**src/include/acm_pkg.sv**
```systemverilog
// constants and types for the calibration mode and configuration decoder
package acm_pkg;
    localparam int WORD_W = 24;
    localparam int N_CH = 3;
    localparam logic [2:0] MODE_NORMAL = 3'h0;
    localparam logic [2:0] MODE_SELF = 3'h1;
    localparam logic [2:0] MODE_SYS_ZERO = 3'h2;
    localparam logic [2:0] MODE_SYS_FULL = 3'h3;
    localparam logic [2:0] MODE_SYS_OFFS = 3'h4;
    localparam logic [2:0] MODE_BACKGND = 3'h5;
    localparam logic [2:0] MODE_RW_ZERO = 3'h6;
    localparam logic [2:0] MODE_RW_FULL = 3'h7;
    // config word field positions
    localparam int MODE_LSB = 21;
    localparam int GAIN_LSB = 18;
    localparam int CHAN_LSB = 16;
    localparam int WL_BIT = 15;
    localparam int EXC_BIT = 14;
    localparam int BURN_BIT = 13;
    localparam logic [23:0] CFG_RESET = 24'h000000;
    localparam logic [23:0] ZERO_COEF_RESET = 24'h000000;
    localparam logic [23:0] FULL_COEF_RESET = 24'h800000;
    localparam logic [4:0] BITS_PER_WORD = 5'h18;
    localparam logic [2:0] BG_RATIO = 3'h6;
    // measurement time per calibration step, in cycles
    localparam logic [7:0] CAL_CYCLES = 8'h20;
    // axi register byte offsets
    localparam logic [7:0] OFS_STATUS = 8'h00;
    localparam logic [7:0] OFS_MASK = 8'h04;
    localparam logic [7:0] OFS_CFG = 8'h08;
    localparam logic [7:0] OFS_MEAS = 8'h0c;
    localparam logic [7:0] OFS_STATE = 8'h10;
    typedef enum logic [1:0] {
        ST_IDLE = 2'b00,
        ST_ZERO = 2'b01,
        ST_FULL = 2'b11,
        ST_DONE = 2'b10
    } acm_state_type;
endpackage

```
**src/rtl/acm_top.sv**
```systemverilog
// calibration mode and front-end configuration decoder with serial port and axi-lite
//
// Local design decisions: the AXI4-Lite slave port and the register addresses.
`timescale 1ns/1ps
`default_nettype none
module acm_top (
    input wire logic aclk,
    input wire logic aresetn,
    input wire logic [7:0] s_axi_awaddr,
    input wire logic s_axi_awvalid,
    output logic s_axi_awready,
    input wire logic [31:0] s_axi_wdata,
    input wire logic [3:0] s_axi_wstrb,
    input wire logic s_axi_wvalid,
    output logic s_axi_wready,
    output logic [1:0] s_axi_bresp,
    output logic s_axi_bvalid,
    input wire logic s_axi_bready,
    input wire logic [7:0] s_axi_araddr,
    input wire logic s_axi_arvalid,
    output logic s_axi_arready,
    output logic [31:0] s_axi_rdata,
    output logic [1:0] s_axi_rresp,
    output logic s_axi_rvalid,
    input wire logic s_axi_rready,
    input wire logic transmit_frame_n,
    input wire logic serial_clk,
    input wire logic serial_din,
    input wire logic register_select,
    input wire logic [23:0] result_word,
    input wire logic result_valid,
    output logic serial_dout,
    output logic result_ready_n,
    output logic [7:0] gain_factor,
    output logic [2:0] input_route,
    output logic excitation_current_en,
    output logic burnout_current_en,
    output logic word_length_sel,
    output logic irq
);
    import acm_pkg::*;

    logic [23:0] cfg_r;
    logic [23:0] zero_coef_r [N_CH];
    logic [23:0] full_coef_r [N_CH];
    logic [23:0] shift_r;
    logic [23:0] tx_r;
    logic [4:0] bit_cnt_r;
    logic frame_d_r;
    logic sclk_d_r;
    logic [2:0] bg_cnt_r;
    logic [7:0] cal_cnt_r;
    acm_state_type state_r;
    logic [2:0] sts_r;
    logic [2:0] mask_r;
    logic cal_done_p;
    logic cfg_wr_p;
    logic coef_wr_p;
    logic bg_update_p;
    logic word_drop_p;
    logic sw_cfg_wr;
    logic [23:0] sw_cfg_data;

    wire [2:0] mode_sel = cfg_r[MODE_LSB +: 3];
    wire [1:0] chan = cfg_r[CHAN_LSB +: 2];
    wire [1:0] ch_idx = (chan == 2'h3) ? 2'h2 : chan;
    wire sclk_rise = serial_clk & ~sclk_d_r;
    wire frame_on = ~transmit_frame_n;
    wire frame_end = frame_d_r & transmit_frame_n;
    wire full_word = (bit_cnt_r == BITS_PER_WORD);

    // serial receive: bits past the 24th are ignored
    always_ff @(posedge aclk) begin
        if (!aresetn) begin
            shift_r <= '0;
            bit_cnt_r <= '0;
            frame_d_r <= 1'b0;
            sclk_d_r <= 1'b0;
        end else begin
            frame_d_r <= frame_on;
            sclk_d_r <= serial_clk;
            if (!frame_on) begin
                bit_cnt_r <= '0;
            end else if (sclk_rise && !full_word) begin
                shift_r <= {shift_r[22:0], serial_din};
                bit_cnt_r <= bit_cnt_r + 5'h1;
            end
        end
    end

    // commit only on frame end with all 24 bits; short frames dropped
    assign cfg_wr_p = frame_end && full_word && !register_select;
    assign coef_wr_p = frame_end && full_word && register_select &&
        (mode_sel == MODE_RW_ZERO || mode_sel == MODE_RW_FULL);
    assign word_drop_p = frame_end && !full_word && (bit_cnt_r != 5'h0);

    // serial transmit: config when select is low; when high, coefficient in modes 110/111, else result
    always_ff @(posedge aclk) begin
        if (!aresetn) begin
            tx_r <= '0;
            serial_dout <= 1'b0;
        end else if (!frame_on) begin
            if (!register_select) begin
                tx_r <= cfg_r;
            end else if (mode_sel == MODE_RW_ZERO) begin
                tx_r <= zero_coef_r[ch_idx];
            end else if (mode_sel == MODE_RW_FULL) begin
                tx_r <= full_coef_r[ch_idx];
            end else begin
                tx_r <= result_word;
            end
            serial_dout <= 1'b0;
        end else if (sclk_rise && !full_word) begin
            serial_dout <= tx_r[23];
            tx_r <= {tx_r[22:0], 1'b0};
        end
    end

    // calibration sequencer
    always_ff @(posedge aclk) begin
        if (!aresetn) begin
            state_r <= ST_IDLE;
            cal_cnt_r <= '0;
        end else begin
            case (state_r)
                ST_IDLE: begin
                    cal_cnt_r <= '0;
                    if (mode_sel == MODE_SELF || mode_sel == MODE_SYS_ZERO ||
                        mode_sel == MODE_SYS_OFFS) begin
                        state_r <= ST_ZERO;
                    end else if (mode_sel == MODE_SYS_FULL) begin
                        state_r <= ST_FULL;
                    end
                end
                ST_ZERO: begin
                    cal_cnt_r <= cal_cnt_r + 8'h1;
                    if (cal_cnt_r == CAL_CYCLES - 8'h1) begin
                        cal_cnt_r <= '0;
                        // system zero step stops here; others also do full scale
                        state_r <= (mode_sel == MODE_SYS_ZERO) ? ST_DONE : ST_FULL;
                    end
                end
                ST_FULL: begin
                    cal_cnt_r <= cal_cnt_r + 8'h1;
                    if (cal_cnt_r == CAL_CYCLES - 8'h1) begin
                        state_r <= ST_DONE;
                    end
                end
                ST_DONE: state_r <= ST_IDLE;
                default: state_r <= ST_IDLE;
            endcase
        end
    end
    assign cal_done_p = (state_r == ST_DONE);

    // background: one word out of every six reaches the host
    always_ff @(posedge aclk) begin
        if (!aresetn) begin
            bg_cnt_r <= '0;
        end else if (mode_sel != MODE_BACKGND) begin
            bg_cnt_r <= '0;
        end else if (result_valid) begin
            bg_cnt_r <= (bg_cnt_r == BG_RATIO - 3'h1) ? 3'h0 : bg_cnt_r + 3'h1;
        end
    end
    assign bg_update_p = (mode_sel == MODE_BACKGND) && result_valid &&
        (bg_cnt_r != BG_RATIO - 3'h1);

    // configuration word; every calibration falls back to normal when done
    always_ff @(posedge aclk) begin
        if (!aresetn) begin
            cfg_r <= CFG_RESET;
        end else if (cfg_wr_p) begin
            cfg_r <= shift_r;
        end else if (sw_cfg_wr) begin
            cfg_r <= sw_cfg_data;
        end else if (cal_done_p) begin
            cfg_r[MODE_LSB +: 3] <= MODE_NORMAL;
        end
    end

    // coefficient store; calibration and background measure into it
    always_ff @(posedge aclk) begin
        if (!aresetn) begin
            for (int i = 0; i < N_CH; i++) begin
                zero_coef_r[i] <= ZERO_COEF_RESET;
                full_coef_r[i] <= FULL_COEF_RESET;
            end
        end else if (coef_wr_p) begin
            if (mode_sel == MODE_RW_ZERO) begin
                zero_coef_r[ch_idx] <= shift_r;
            end else begin
                full_coef_r[ch_idx] <= shift_r;
            end
        end else if (bg_update_p) begin
            // shorted and reference slots alternate between words
            if (bg_cnt_r[0]) begin
                full_coef_r[ch_idx] <= result_word;
            end else begin
                zero_coef_r[ch_idx] <= result_word;
            end
        end else if (state_r == ST_ZERO && cal_cnt_r == CAL_CYCLES - 8'h1) begin
            zero_coef_r[ch_idx] <= result_word;
        end else if (state_r == ST_FULL && cal_cnt_r == CAL_CYCLES - 8'h1) begin
            full_coef_r[ch_idx] <= result_word;
        end
    end

    // ready goes low for one cycle on calibration end or a kept result
    always_ff @(posedge aclk) begin
        if (!aresetn) begin
            result_ready_n <= 1'b1;
        end else begin
            result_ready_n <= ~(cal_done_p || (result_valid && state_r == ST_IDLE &&
                (mode_sel != MODE_BACKGND || bg_cnt_r == BG_RATIO - 3'h1)));
        end
    end

    // front-end decode
    always_ff @(posedge aclk) begin
        if (!aresetn) begin
            gain_factor <= 8'h01;
            input_route <= 3'h1;
            excitation_current_en <= 1'b0;
            burnout_current_en <= 1'b0;
            word_length_sel <= 1'b0;
        end else begin
            gain_factor <= 8'h01 << cfg_r[GAIN_LSB +: 3];
            input_route <= (chan == 2'h0) ? 3'h1 : (chan == 2'h1) ? 3'h2 :
                (chan == 2'h2) ? 3'h4 : 3'h0;
            excitation_current_en <= cfg_r[EXC_BIT];
            burnout_current_en <= cfg_r[BURN_BIT];
            word_length_sel <= cfg_r[WL_BIT];
        end
    end

    // axi-lite slave
    logic aw_hold_r;
    logic w_hold_r;
    logic [7:0] aw_addr_r;
    logic [31:0] w_data_r;
    wire aw_take = s_axi_awvalid && s_axi_awready;
    wire w_take = s_axi_wvalid && s_axi_wready;
    wire have_aw = aw_hold_r || aw_take;
    wire have_w = w_hold_r || w_take;
    wire [7:0] wa = aw_take ? s_axi_awaddr : aw_addr_r;
    wire [31:0] wd = w_take ? s_axi_wdata : w_data_r;
    wire wr_go = have_aw && have_w && !s_axi_bvalid;
    assign sw_cfg_wr = wr_go && (wa == OFS_CFG) && (&s_axi_wstrb[2:0] || w_hold_r);
    assign sw_cfg_data = wd[23:0];

    always_ff @(posedge aclk) begin
        if (!aresetn) begin
            aw_hold_r <= 1'b0;
            w_hold_r <= 1'b0;
            aw_addr_r <= '0;
            w_data_r <= '0;
            s_axi_awready <= 1'b0;
            s_axi_wready <= 1'b0;
            s_axi_bvalid <= 1'b0;
            s_axi_bresp <= 2'b00;
        end else begin
            s_axi_awready <= !have_aw && !s_axi_bvalid && !s_axi_awready;
            s_axi_wready <= !have_w && !s_axi_bvalid && !s_axi_wready;
            if (aw_take) begin
                aw_addr_r <= s_axi_awaddr;
            end
            if (w_take) begin
                w_data_r <= s_axi_wdata;
            end
            if (wr_go) begin
                aw_hold_r <= 1'b0;
                w_hold_r <= 1'b0;
                s_axi_bvalid <= 1'b1;
                s_axi_bresp <= (wa == OFS_STATUS || wa == OFS_MASK || wa == OFS_CFG) ?
                    2'b00 : 2'b10;
            end else begin
                aw_hold_r <= have_aw;
                w_hold_r <= have_w;
                if (s_axi_bvalid && s_axi_bready) begin
                    s_axi_bvalid <= 1'b0;
                end
            end
        end
    end

    // sticky events: done, short frame dropped, background update; set beats clear
    wire [2:0] ev = {bg_update_p, word_drop_p, cal_done_p};
    always_ff @(posedge aclk) begin
        if (!aresetn) begin
            sts_r <= '0;
            mask_r <= '0;
            irq <= 1'b0;
        end else begin
            if (wr_go && wa == OFS_STATUS) begin
                sts_r <= (sts_r & ~wd[2:0]) | ev;
            end else begin
                sts_r <= sts_r | ev;
            end
            if (wr_go && wa == OFS_MASK) begin
                mask_r <= wd[2:0];
            end
            irq <= |(sts_r & mask_r);
        end
    end

    always_ff @(posedge aclk) begin
        if (!aresetn) begin
            s_axi_arready <= 1'b0;
            s_axi_rvalid <= 1'b0;
            s_axi_rdata <= '0;
            s_axi_rresp <= 2'b00;
        end else begin
            s_axi_arready <= !s_axi_rvalid && !s_axi_arready;
            if (s_axi_arvalid && s_axi_arready) begin
                s_axi_rvalid <= 1'b1;
                s_axi_rresp <= 2'b00;
                case (s_axi_araddr)
                    OFS_STATUS: s_axi_rdata <= {29'h0, sts_r};
                    OFS_MASK: s_axi_rdata <= {29'h0, mask_r};
                    OFS_CFG: s_axi_rdata <= {8'h0, cfg_r};
                    OFS_MEAS: s_axi_rdata <= {8'h0, zero_coef_r[ch_idx]};
                    OFS_STATE: s_axi_rdata <= {27'h0, bg_cnt_r, state_r};
                    default: begin
                        s_axi_rdata <= '0;
                        s_axi_rresp <= 2'b10;
                    end
                endcase
            end else if (s_axi_rvalid && s_axi_rready) begin
                s_axi_rvalid <= 1'b0;
            end
        end
    end
endmodule // acm_top
`default_nettype wire

```
**config.mk**
```make
export PLATFORM = sky130hd
export DESIGN_NAME = acm_top
export DESIGN_NICKNAME = d
export VERILOG_FILES = /design/src/include/acm_pkg.sv /design/src/rtl/acm_top.sv
export SDC_FILE = /design/constraint.sdc
export NUM_CORES = 1
export LEC_CHECK = 0
export ABC_AREA = 1
export BUFFER_PORTS_ARGS = -buffer_cell sky130_fd_sc_hd__buf_2
export CORE_ASPECT_RATIO = 1.1
export CORE_MARGIN = 1.5
export CORE_UTILIZATION = 66
export CTS_BUF_LIST = sky130_fd_sc_hd__clkbuf_4 sky130_fd_sc_hd__clkbuf_8
export CTS_CLUSTER_DIAMETER = 200
export DETAILED_ROUTE_END_ITERATION = 10
export HOLD_SLACK_MARGIN = 0.1
export PLACE_DENSITY = 0.87
export SLEW_MARGIN = 20
export SYNTH_ARGS = -nofsm -noshare
export SYNTH_HDL_FRONTEND = slang
export SYNTH_SLANG_ARGS = --single-unit
```
**constraint.sdc**
```tcl
create_clock -name aclk -period 7.3 [get_ports aclk]
set_clock_uncertainty 0.15 [all_clocks]
set_input_delay 1.46 -clock aclk [delete_from_list [all_inputs] [get_ports aclk]]
set_output_delay 1.46 -clock aclk [all_outputs]
set_load 0.01 [all_outputs]
```
==> reports/summary.md, run 1 <==
## Clock network
• number of sinks handled by clock tree synthesis: 324
• Worst-Skew Late Latency: 600 ps
• post-CTS setup repair buffer count: 0
• maximum count of clock buffers along a single path: 3
• clock transition at the registers of the reported paths: 60 ps
• number of gates resized after CTS: 0
• total of hold buffers inserted after clock tree synthesis: 0
• number of buffers added by the clock tree synthesis step: 49
• clock root buffer master: sky130_fd_sc_hd__clkbuf_8
• depth of the CTS H-tree: 2
• TritonCTS clock tree: done

## Global route
• GRT Resource Usage Total: 36.5%
• total overflow reported by the global router: 0
• global-route wire length before repair: 68200 um
• maximum number of pins on one net before global-route repair: 101
• number of antenna violations at the first check in global routing: 0
• number of global-route vias before repair: 13200

## STA
• total negative slack for setup checks: 0 ps
• unrepaired setup endpoints after global routing: false
• final setup fails: 0
• Final Slew Violations: 0
• Hold Violations, Final: 0
• final critical-path share of the clock period: 65.6%
• Max Clk Rate: 209 MHz
• normalized max-slew margin: 25.2%
• actual transition at the worst max-transition pin: 1120 ps
• time the final worst path needs with I/O delays and setup: 4790 ps

## Layout
• Nets: 2231
• cell area after layout: 0.0173 sq mm
• post-layout instance count excluding filler cells: 2477
• layout cells sized above 1: 12.4%
• core utilization of the finished layout: 75.0%
• FILL cells: 1674
• synth-to-layout area growth: 10.9%
• ANT cells: 0

## Synthesis
• number of storage elements in the synthesis netlist: 324
• count of synthesis-stage warnings from yosys: 0
• synthesized instance count: 2060
• number of enable flip-flop cells after synthesis: 144
• most used flip-flop cell after synthesis: sky130_fd_sc_hd__dfxtp_1
• distinct cell type count after synthesis: 44
• Avg Synthesized Cell Area: 7.55 sq um
• async set-reset flop share out of synthesis: 0%
• share of synthesized area occupied by flip-flops and latches: 51.0%
• cell area after synthesis: 0.0155 sq mm

## Placed design
• routability-driven placement congestion ratio: 0.953
• placed cell count: 2389
• count of port buffers added during placement: 126
• placed standard-cell area: 0.0161 sq mm
• estimated wirelength of the detail-placed design: 30400 um

## Worst setup path
• master of the slowest instance on the critical path: sky130_fd_sc_hd__nand2_1
• data arrival time of the critical path: 4830 ps
• highest net fanout along the worst path: 33
• Reg-to-Reg Start: cfg_r[21]
• kind of capture point of the worst setup path: flop
• Critical Path Start Type: input port
• origin of the worst setup path: register_select
• slowest cell delay on critical path: 970 ps
• class of the most critical setup path: in -> reg
• Data required, critical path: 7340 ps
• r2r worst-path depth: 11
• cells along the critical path: buf_2 > inv_2 > nor2_1 > nand3_2 > nand2_1 > inv_2 > nand2_4 > nand2_4 > nand2_2 > nand2_1

## Floorplanning
• area of the core: 0.0230 sq mm
• Row Count: 58
• height of the die: 164 um
• effective utilization at floorplan: 67.6%
• floorplan die width: 149 um
• Top-Level Pins: 146
• Total Die Area: 0.0245 sq mm

## Drt
• total wire length after detailed routing: 45200 um
• # DRC: 0
• violation count after the first detailed-route iteration: 1863
• number of search-and-repair iterations in the first detailed-routing pass: 8
• number of nets with antenna violations after routing: 0
• WL/cell: 18.2 um
• total number of vias: 14400
• Avg Vias per Cell: 5.82

## Pwr
• Pwr per Cell Area: 236 mW/mm^2
• Power Total: 4.07 mW
• static leakage: 7.64 nW
• worst IR drop on VDD: 177 uV

## Min path
• Hold Path Depth: 1
• type of the tightest min-delay check: reg -> reg
• Hold Crit Start: w_hold_r

## Status
• status: complete, no violations

## Run
• number of maximum-capacitance violations: 0

## per-layer routing
metal	vias to the layer above	GRT usage (%)	routed length, um
met5	-	0	0
met4	0	21.5	2800
met3	187	8.47	5230
met2	866	58.8	20800
met1	6631	44.8	16300
li1	6739	-	-
## power by group
part	internal [mW]	leakage, nW	switching, mW
registers	1.97	2.94	0.0435
logic	0.117	4.11	0.286
clock network	0.956	0.590	0.704
total	3.04	7.64	1.03
## worst paths after layout
| path | slack, ps | endpoint |
|---|---|---|
| setup / recovery | 2510 | zero_coef_r[1][6] |
| setup reg to reg | 3280 | zero_coef_r[1][6] |
| hold reg to reg | 260 | s_axi_wready |
| hold / removal | 260 | s_axi_wready |
## sequential cells by signal, indices dropped and copies added, names as in the netlist, 2 cells and up
register	count
s_axi_rdata	24
gain_factor	8
bg_cnt_r	3
sts_r	3
state_r	2
cal_cnt_r	8
mask_r	3
bit_cnt_r	5
cfg_r	24
zero_coef_r	72
input_route	3
aw_addr_r	8
tx_r	24
full_coef_r	72
shift_r	24
w_data_r	24
## per-stage QoR
| step | worst slack (ps) | hold slack, ps |
|---|---|---|
| global route | 2410 | 273 |
| floorplan | 3660 | 249 |
| finish | 2510 | 260 |
| global placement | 2060 | 254 |
| detailed placement | 2010 | 261 |
| CTS | 2610 | 264 |
## cells in the mapped netlist (9+ instances only)
master / count / area share, %
sky130_fd_sc_hd__nand2_1: 580 / 14
sky130_fd_sc_hd__o21ai_0: 90 / 2.9
sky130_fd_sc_hd__mux2i_1: 15 / 0.97
sky130_fd_sc_hd__nand2_2: 10 / 0.40
sky130_fd_sc_hd__nand4_1: 9 / 0.36
sky130_fd_sc_hd__o22ai_1: 21 / 0.84
sky130_fd_sc_hd__dfxtp_1: 180 / 23
sky130_fd_sc_hd__edfxtp_1: 144 / 28
sky130_fd_sc_hd__buf_4: 16 / 0.77
sky130_fd_sc_hd__a21oi_1: 105 / 3.4
sky130_fd_sc_hd__o21bai_1: 25 / 1.2
sky130_fd_sc_hd__nand3_1: 178 / 5.7
sky130_fd_sc_hd__nor2_1: 299 / 7.2
sky130_fd_sc_hd__nor3_1: 21 / 0.68
sky130_fd_sc_hd__clkbuf_1: 59 / 1.4
sky130_fd_sc_hd__buf_2: 34 / 1.1
sky130_fd_sc_hd__inv_1: 213 / 5.1
## cells in the final DEF (no fill, tap or decap), types with 2 or more instances in the layout
master,instances
sky130_fd_sc_hd__o21ai_0,90
sky130_fd_sc_hd__bufinv_16,3
sky130_fd_sc_hd__ha_1,3
sky130_fd_sc_hd__mux2i_1,15
sky130_fd_sc_hd__nand3_2,4
sky130_fd_sc_hd__o22ai_1,21
sky130_fd_sc_hd__inv_2,8
sky130_fd_sc_hd__nor3_1,21
sky130_fd_sc_hd__o21a_1,6
sky130_fd_sc_hd__nor4_1,3
sky130_fd_sc_hd__nand3_1,178
sky130_fd_sc_hd__nand2_2,15
sky130_fd_sc_hd__inv_1,212
sky130_fd_sc_hd__nor2_1,297
sky130_fd_sc_hd__clkinv_2,5
sky130_fd_sc_hd__conb_1,10
sky130_fd_sc_hd__dfxtp_1,179
sky130_fd_sc_hd__nor2_2,4
sky130_fd_sc_hd__a21oi_1,105
sky130_fd_sc_hd__nand2_4,3
sky130_fd_sc_hd__clkinv_1,3
sky130_fd_sc_hd__nand4_1,9
sky130_fd_sc_hd__buf_2,126
sky130_fd_sc_hd__nor2_4,3
sky130_fd_sc_hd__buf_4,13
sky130_fd_sc_hd__nand3b_1,2
sky130_fd_sc_hd__clkbuf_4,17
sky130_fd_sc_hd__nand2_1,575
sky130_fd_sc_hd__o21bai_1,25
sky130_fd_sc_hd__edfxtp_1,144
sky130_fd_sc_hd__clkbuf_8,62
## area by class of cell
class	instances	area (sq um)	area share [%]
clock buffers	79	981	5.69
clock inverters	9	124	0.718
inverters	224	843	4.89
multi-input cells	1402	6270	36.4
flip-flops and latches	324	7930	46.0
well taps	300	375	2.18
repair buffers	139	728	4.22
## cell families after synthesis
kind of cell             synth area share (%)
adder cells (fa/ha/maj)                 0.241
XOR/XNOR                               0.0563
multiplexers                            0.966
AND/OR/NAND/NOR                          29.6
flip-flops                               51.0
other                                  0.0241
AO/OA/AOI/OAI                            9.12
buffers and inverters                    9.05
## worst max-delay path: cells and delay by family
kind | cells | cell delay (ps)
buf+inv | 3 | 1170
simple gates | 7 | 2130
Note: power is estimated with default switching activity, not from simulation.
==> inputs of run 2 (changes only) <==
- CORE_UTILIZATION: 66 -> 61
- PLACE_DENSITY: 0.87 -> 0.82
- clock period: 7.3 -> 4.8 ns (I/O delays scaled with it)
==> run 2 against run 1 <==
Global-route usage down 2.8 points. Critical path depth unchanged. Sequential share of layout area hardly changed. Wire length decreased by 0.71%. Hold slack better by 8.0 ps. First-iteration DRC count decreased by 7.0%. Count of clock-buffer cells in the layout is 1 higher. Flip-flop and latch count did not move. Total power is 47% higher. Largest cell class unchanged.
==> reports/summary.md, run 2 (synthesis results as in run 1) <==
## Floorplanning
• Row Count: 61, +5.2%
• Total Die Area: 0.0265 sq mm, +8.0%
• height of the die: 170 um, +3.9%
• Top-Level Pins: 146, unchanged
• effective utilization at floorplan: 61.7%, -5.9 points
• floorplan die width: 155 um, +3.9%
• area of the core: 0.0252 sq mm, +9.5%

## Worst setup path
• class of the most critical setup path: reg -> reg
• Reg-to-Reg Start: cal_cnt_r[0]
• r2r worst-path depth: 10, -1
• slowest cell delay on critical path: 500 ps, -470 ps
• Data required, critical path: 4930 ps, -2410 ps
• Top delay family on crit path: simple AND/OR/NAND/NOR gates
• cells along the critical path: ha_1 > nand2_1 > nor3_1 > nand3_1 > nand2_2 > nand2_4 > nand2_4 > nand2_2 > nand2_1 > buf_4
• highest net fanout along the worst path: 25, -24%
• origin of the worst setup path: cal_cnt_r[0]
• master of the slowest instance on the critical path: sky130_fd_sc_hd__nand2_2
• CP Capture Point: zero_coef_r[0][14]
• data arrival time of the critical path: 3570 ps, -1260 ps
• kind of capture point of the worst setup path: flop
• total stage count of the critical path: 10, unchanged
• setup slack of the worst register-to-register path: 1360 ps, -1920 ps
• crit path buf inv count: 1, -2
• endpoint of the lowest-slack register-to-register path: zero_coef_r[0][14]
• Critical Path Start Type: flop

## Clock network
• TritonCTS clock tree: done
• number of buffers added by the clock tree synthesis step: 50, +2.0%
• maximum count of clock buffers along a single path: 3, unchanged
• number of sinks handled by clock tree synthesis: 324, unchanged
• clock root buffer master: sky130_fd_sc_hd__clkbuf_8
• Worst-Skew Late Latency: 600 ps, about the same
• post-CTS setup repair buffer count: 0, unchanged
• number of gates resized after CTS: 0, unchanged
• total of hold buffers inserted after clock tree synthesis: 0, unchanged
• clock transition at the registers of the reported paths: 60 ps, about the same
• depth of the CTS H-tree: 2, unchanged

## Global route
• number of global-route vias before repair: 12900, -1.9%
• maximum number of pins on one net before global-route repair: 102, +0.99%
• number of antenna violations at the first check in global routing: 2, +2
• global-route wire length before repair: 68400 um, +0.23%
• GRT Resource Usage Total: 33.7%, -2.8 points
• total overflow reported by the global router: 0, unchanged

## Placed design
• routability-driven placement congestion ratio: 0.930, -2.4%
• estimated wirelength of the detail-placed design: 31200 um, +2.7%
• placed standard-cell area: 0.0163 sq mm, +0.86%
• count of port buffers added during placement: 126, unchanged
• placed cell count: 2420, +1.3%

## Drt
• WL/cell: 17.9 um, -1.9%
• met2 wire len: 20700 um, -0.75%
• top layer reached by signal wires: met4
• total wire length after detailed routing: 44900 um, -0.71%
• number of nets with antenna violations after routing: 0, unchanged
• violation count after the first detailed-route iteration: 1732, -7.0%
• total number of vias: 14100, -2.1%
• # DRC: 0, unchanged
• Avg Vias per Cell: 5.63, -3.3%
• total routed wire length on the met1 layer: 17000 um, +4.2%
• number of search-and-repair iterations in the first detailed-routing pass: 6, -2
• detailed-routed wire length on met3: 4590 um, -12%

## Pwr
• worst IR drop on VDD: 260 uV, +47%
• total internal power: 4.43 mW, +46%
• switching power: 1.54 mW, +49%
• sequential cell fraction of total power: 51.2%, +1.9 points
• static leakage: 7.66 nW, +0.30%
• Pwr per Cell Area: 346 mW/mm^2, +46%
• clock network fraction of total power: 38.4%, -2.4 points
• switching share of power: 25.8%, +0.44 points
• combinational share of power: 10.4%, +0.5 points

## Min path
• type of the tightest min-delay check: reg -> reg

## STA
• normalized max-slew margin: 25.0%, -0.21 points
• unrepaired setup endpoints after global routing: false
• final critical-path share of the clock period: 71.6%
• final setup fails: 0, unchanged
• Final Slew Violations: 0, unchanged
• total negative slack for setup checks: 0 ps, unchanged
• Max Clk Rate: 291 MHz
• actual transition at the worst max-transition pin: 1130 ps, +5.91 ps
• time the final worst path needs with I/O delays and setup: 3440 ps
• Hold Violations, Final: 0, unchanged

## Layout
• most common cell after layout, fill and taps aside: sky130_fd_sc_hd__nand2_1
• top flop regs: full_coef_r x72, zero_coef_r x72
• cell area after layout: 0.0173 sq mm, about the same
• post-layout instance count excluding filler cells: 2506, +1.2%
• synth-to-layout area growth: 11.0%, about the same
• layout cells sized above 1: 12.7%, +0.29 points
• FILL cells: 2056, +23%
• leading cell types in the layout, fill and taps excluded: sky130_fd_sc_hd__nand2_1 (580), sky130_fd_sc_hd__nor2_1 (297), sky130_fd_sc_hd__inv_1 (212)
• Nets: 2248, +0.76%

## Status
• status: complete, no violations

## Run
• number of maximum-capacitance violations: 0, unchanged

[run 2: worst min path at each step]
| stage | cells after the start | slack [ps] | to | from |
|---|---|---|---|---|
| final | 1 | 270 | s_axi_wready | w_hold_r |
| after global routing | 1 | 290 | s_axi_wready | w_hold_r |
| after CTS | 1 | 270 | s_axi_wready | w_hold_r |
| after detailed placement | 1 | 260 | s_axi_wready | w_hold_r |
| after global placement | 1 | 250 | s_axi_awready | aw_hold_r |
| after floorplan | 1 | 250 | s_axi_awready | aw_hold_r |
[run 2: layout make-up]
| class | count | area, sq um | share of cell area [%] |
|---|---|---|---|
| sequential | 324 | 7930 | 45.9 |
| clock buffer | 80 | 957 | 5.54 |
| inverter | 224 | 843 | 4.88 |
| antenna | 1 | 2.50 | 0.0145 |
| multi-input combinational | 1402 | 6260 | 36.2 |
| clock inverter | 5 | 35.0 | 0.203 |
| timing repair buffer | 155 | 848 | 4.91 |
| tap | 315 | 394 | 2.28 |
[run 2: metrics by stage]
step	total power, mW	hold slack [ps]	util (%)	setup WS [ps]
2_1_floorplan	3.51	249	-	1660
3_3_place_gp	3.69	255	64.6	1200
3_5_place_dp	3.72	262	64.6	1130
4_1_cts	5.96	269	68.5	1470
5_1_grt	6.18	292	68.5	1170
6_report	5.97	268	68.6	1360
[run 2: worst reg2reg max path: stages, from the launching register on]
cell and delay, ps:
sky130_fd_sc_hd__dfxtp_1 400, sky130_fd_sc_hd__ha_1 200, sky130_fd_sc_hd__nand2_1 100, sky130_fd_sc_hd__nor3_1 260, sky130_fd_sc_hd__nand3_1 210, sky130_fd_sc_hd__nand2_2 500, sky130_fd_sc_hd__nand2_4 370, sky130_fd_sc_hd__nand2_4 180
sky130_fd_sc_hd__nand2_2 330, sky130_fd_sc_hd__nand2_1 210, sky130_fd_sc_hd__buf_4 250
[run 2: metal layers]
metal	vias up	track usage [%]
met4	0	18.4
met3	151	6.01
li1	6755	-
met2	770	54.5
met5	-	0
met1	6437	43.1
[run 2: power by group through the flow]
stage / logic, mW / registers, mW / clock network, mW
3_3_place_gp: 0.587 / 3.11 / 0
2_1_floorplan: 0.421 / 3.09 / 0
3_5_place_dp: 0.604 / 3.11 / 0
6_report: 0.622 / 3.06 / 2.29
4_1_cts: 0.608 / 3.05 / 2.30
5_1_grt: 0.687 / 3.07 / 2.43
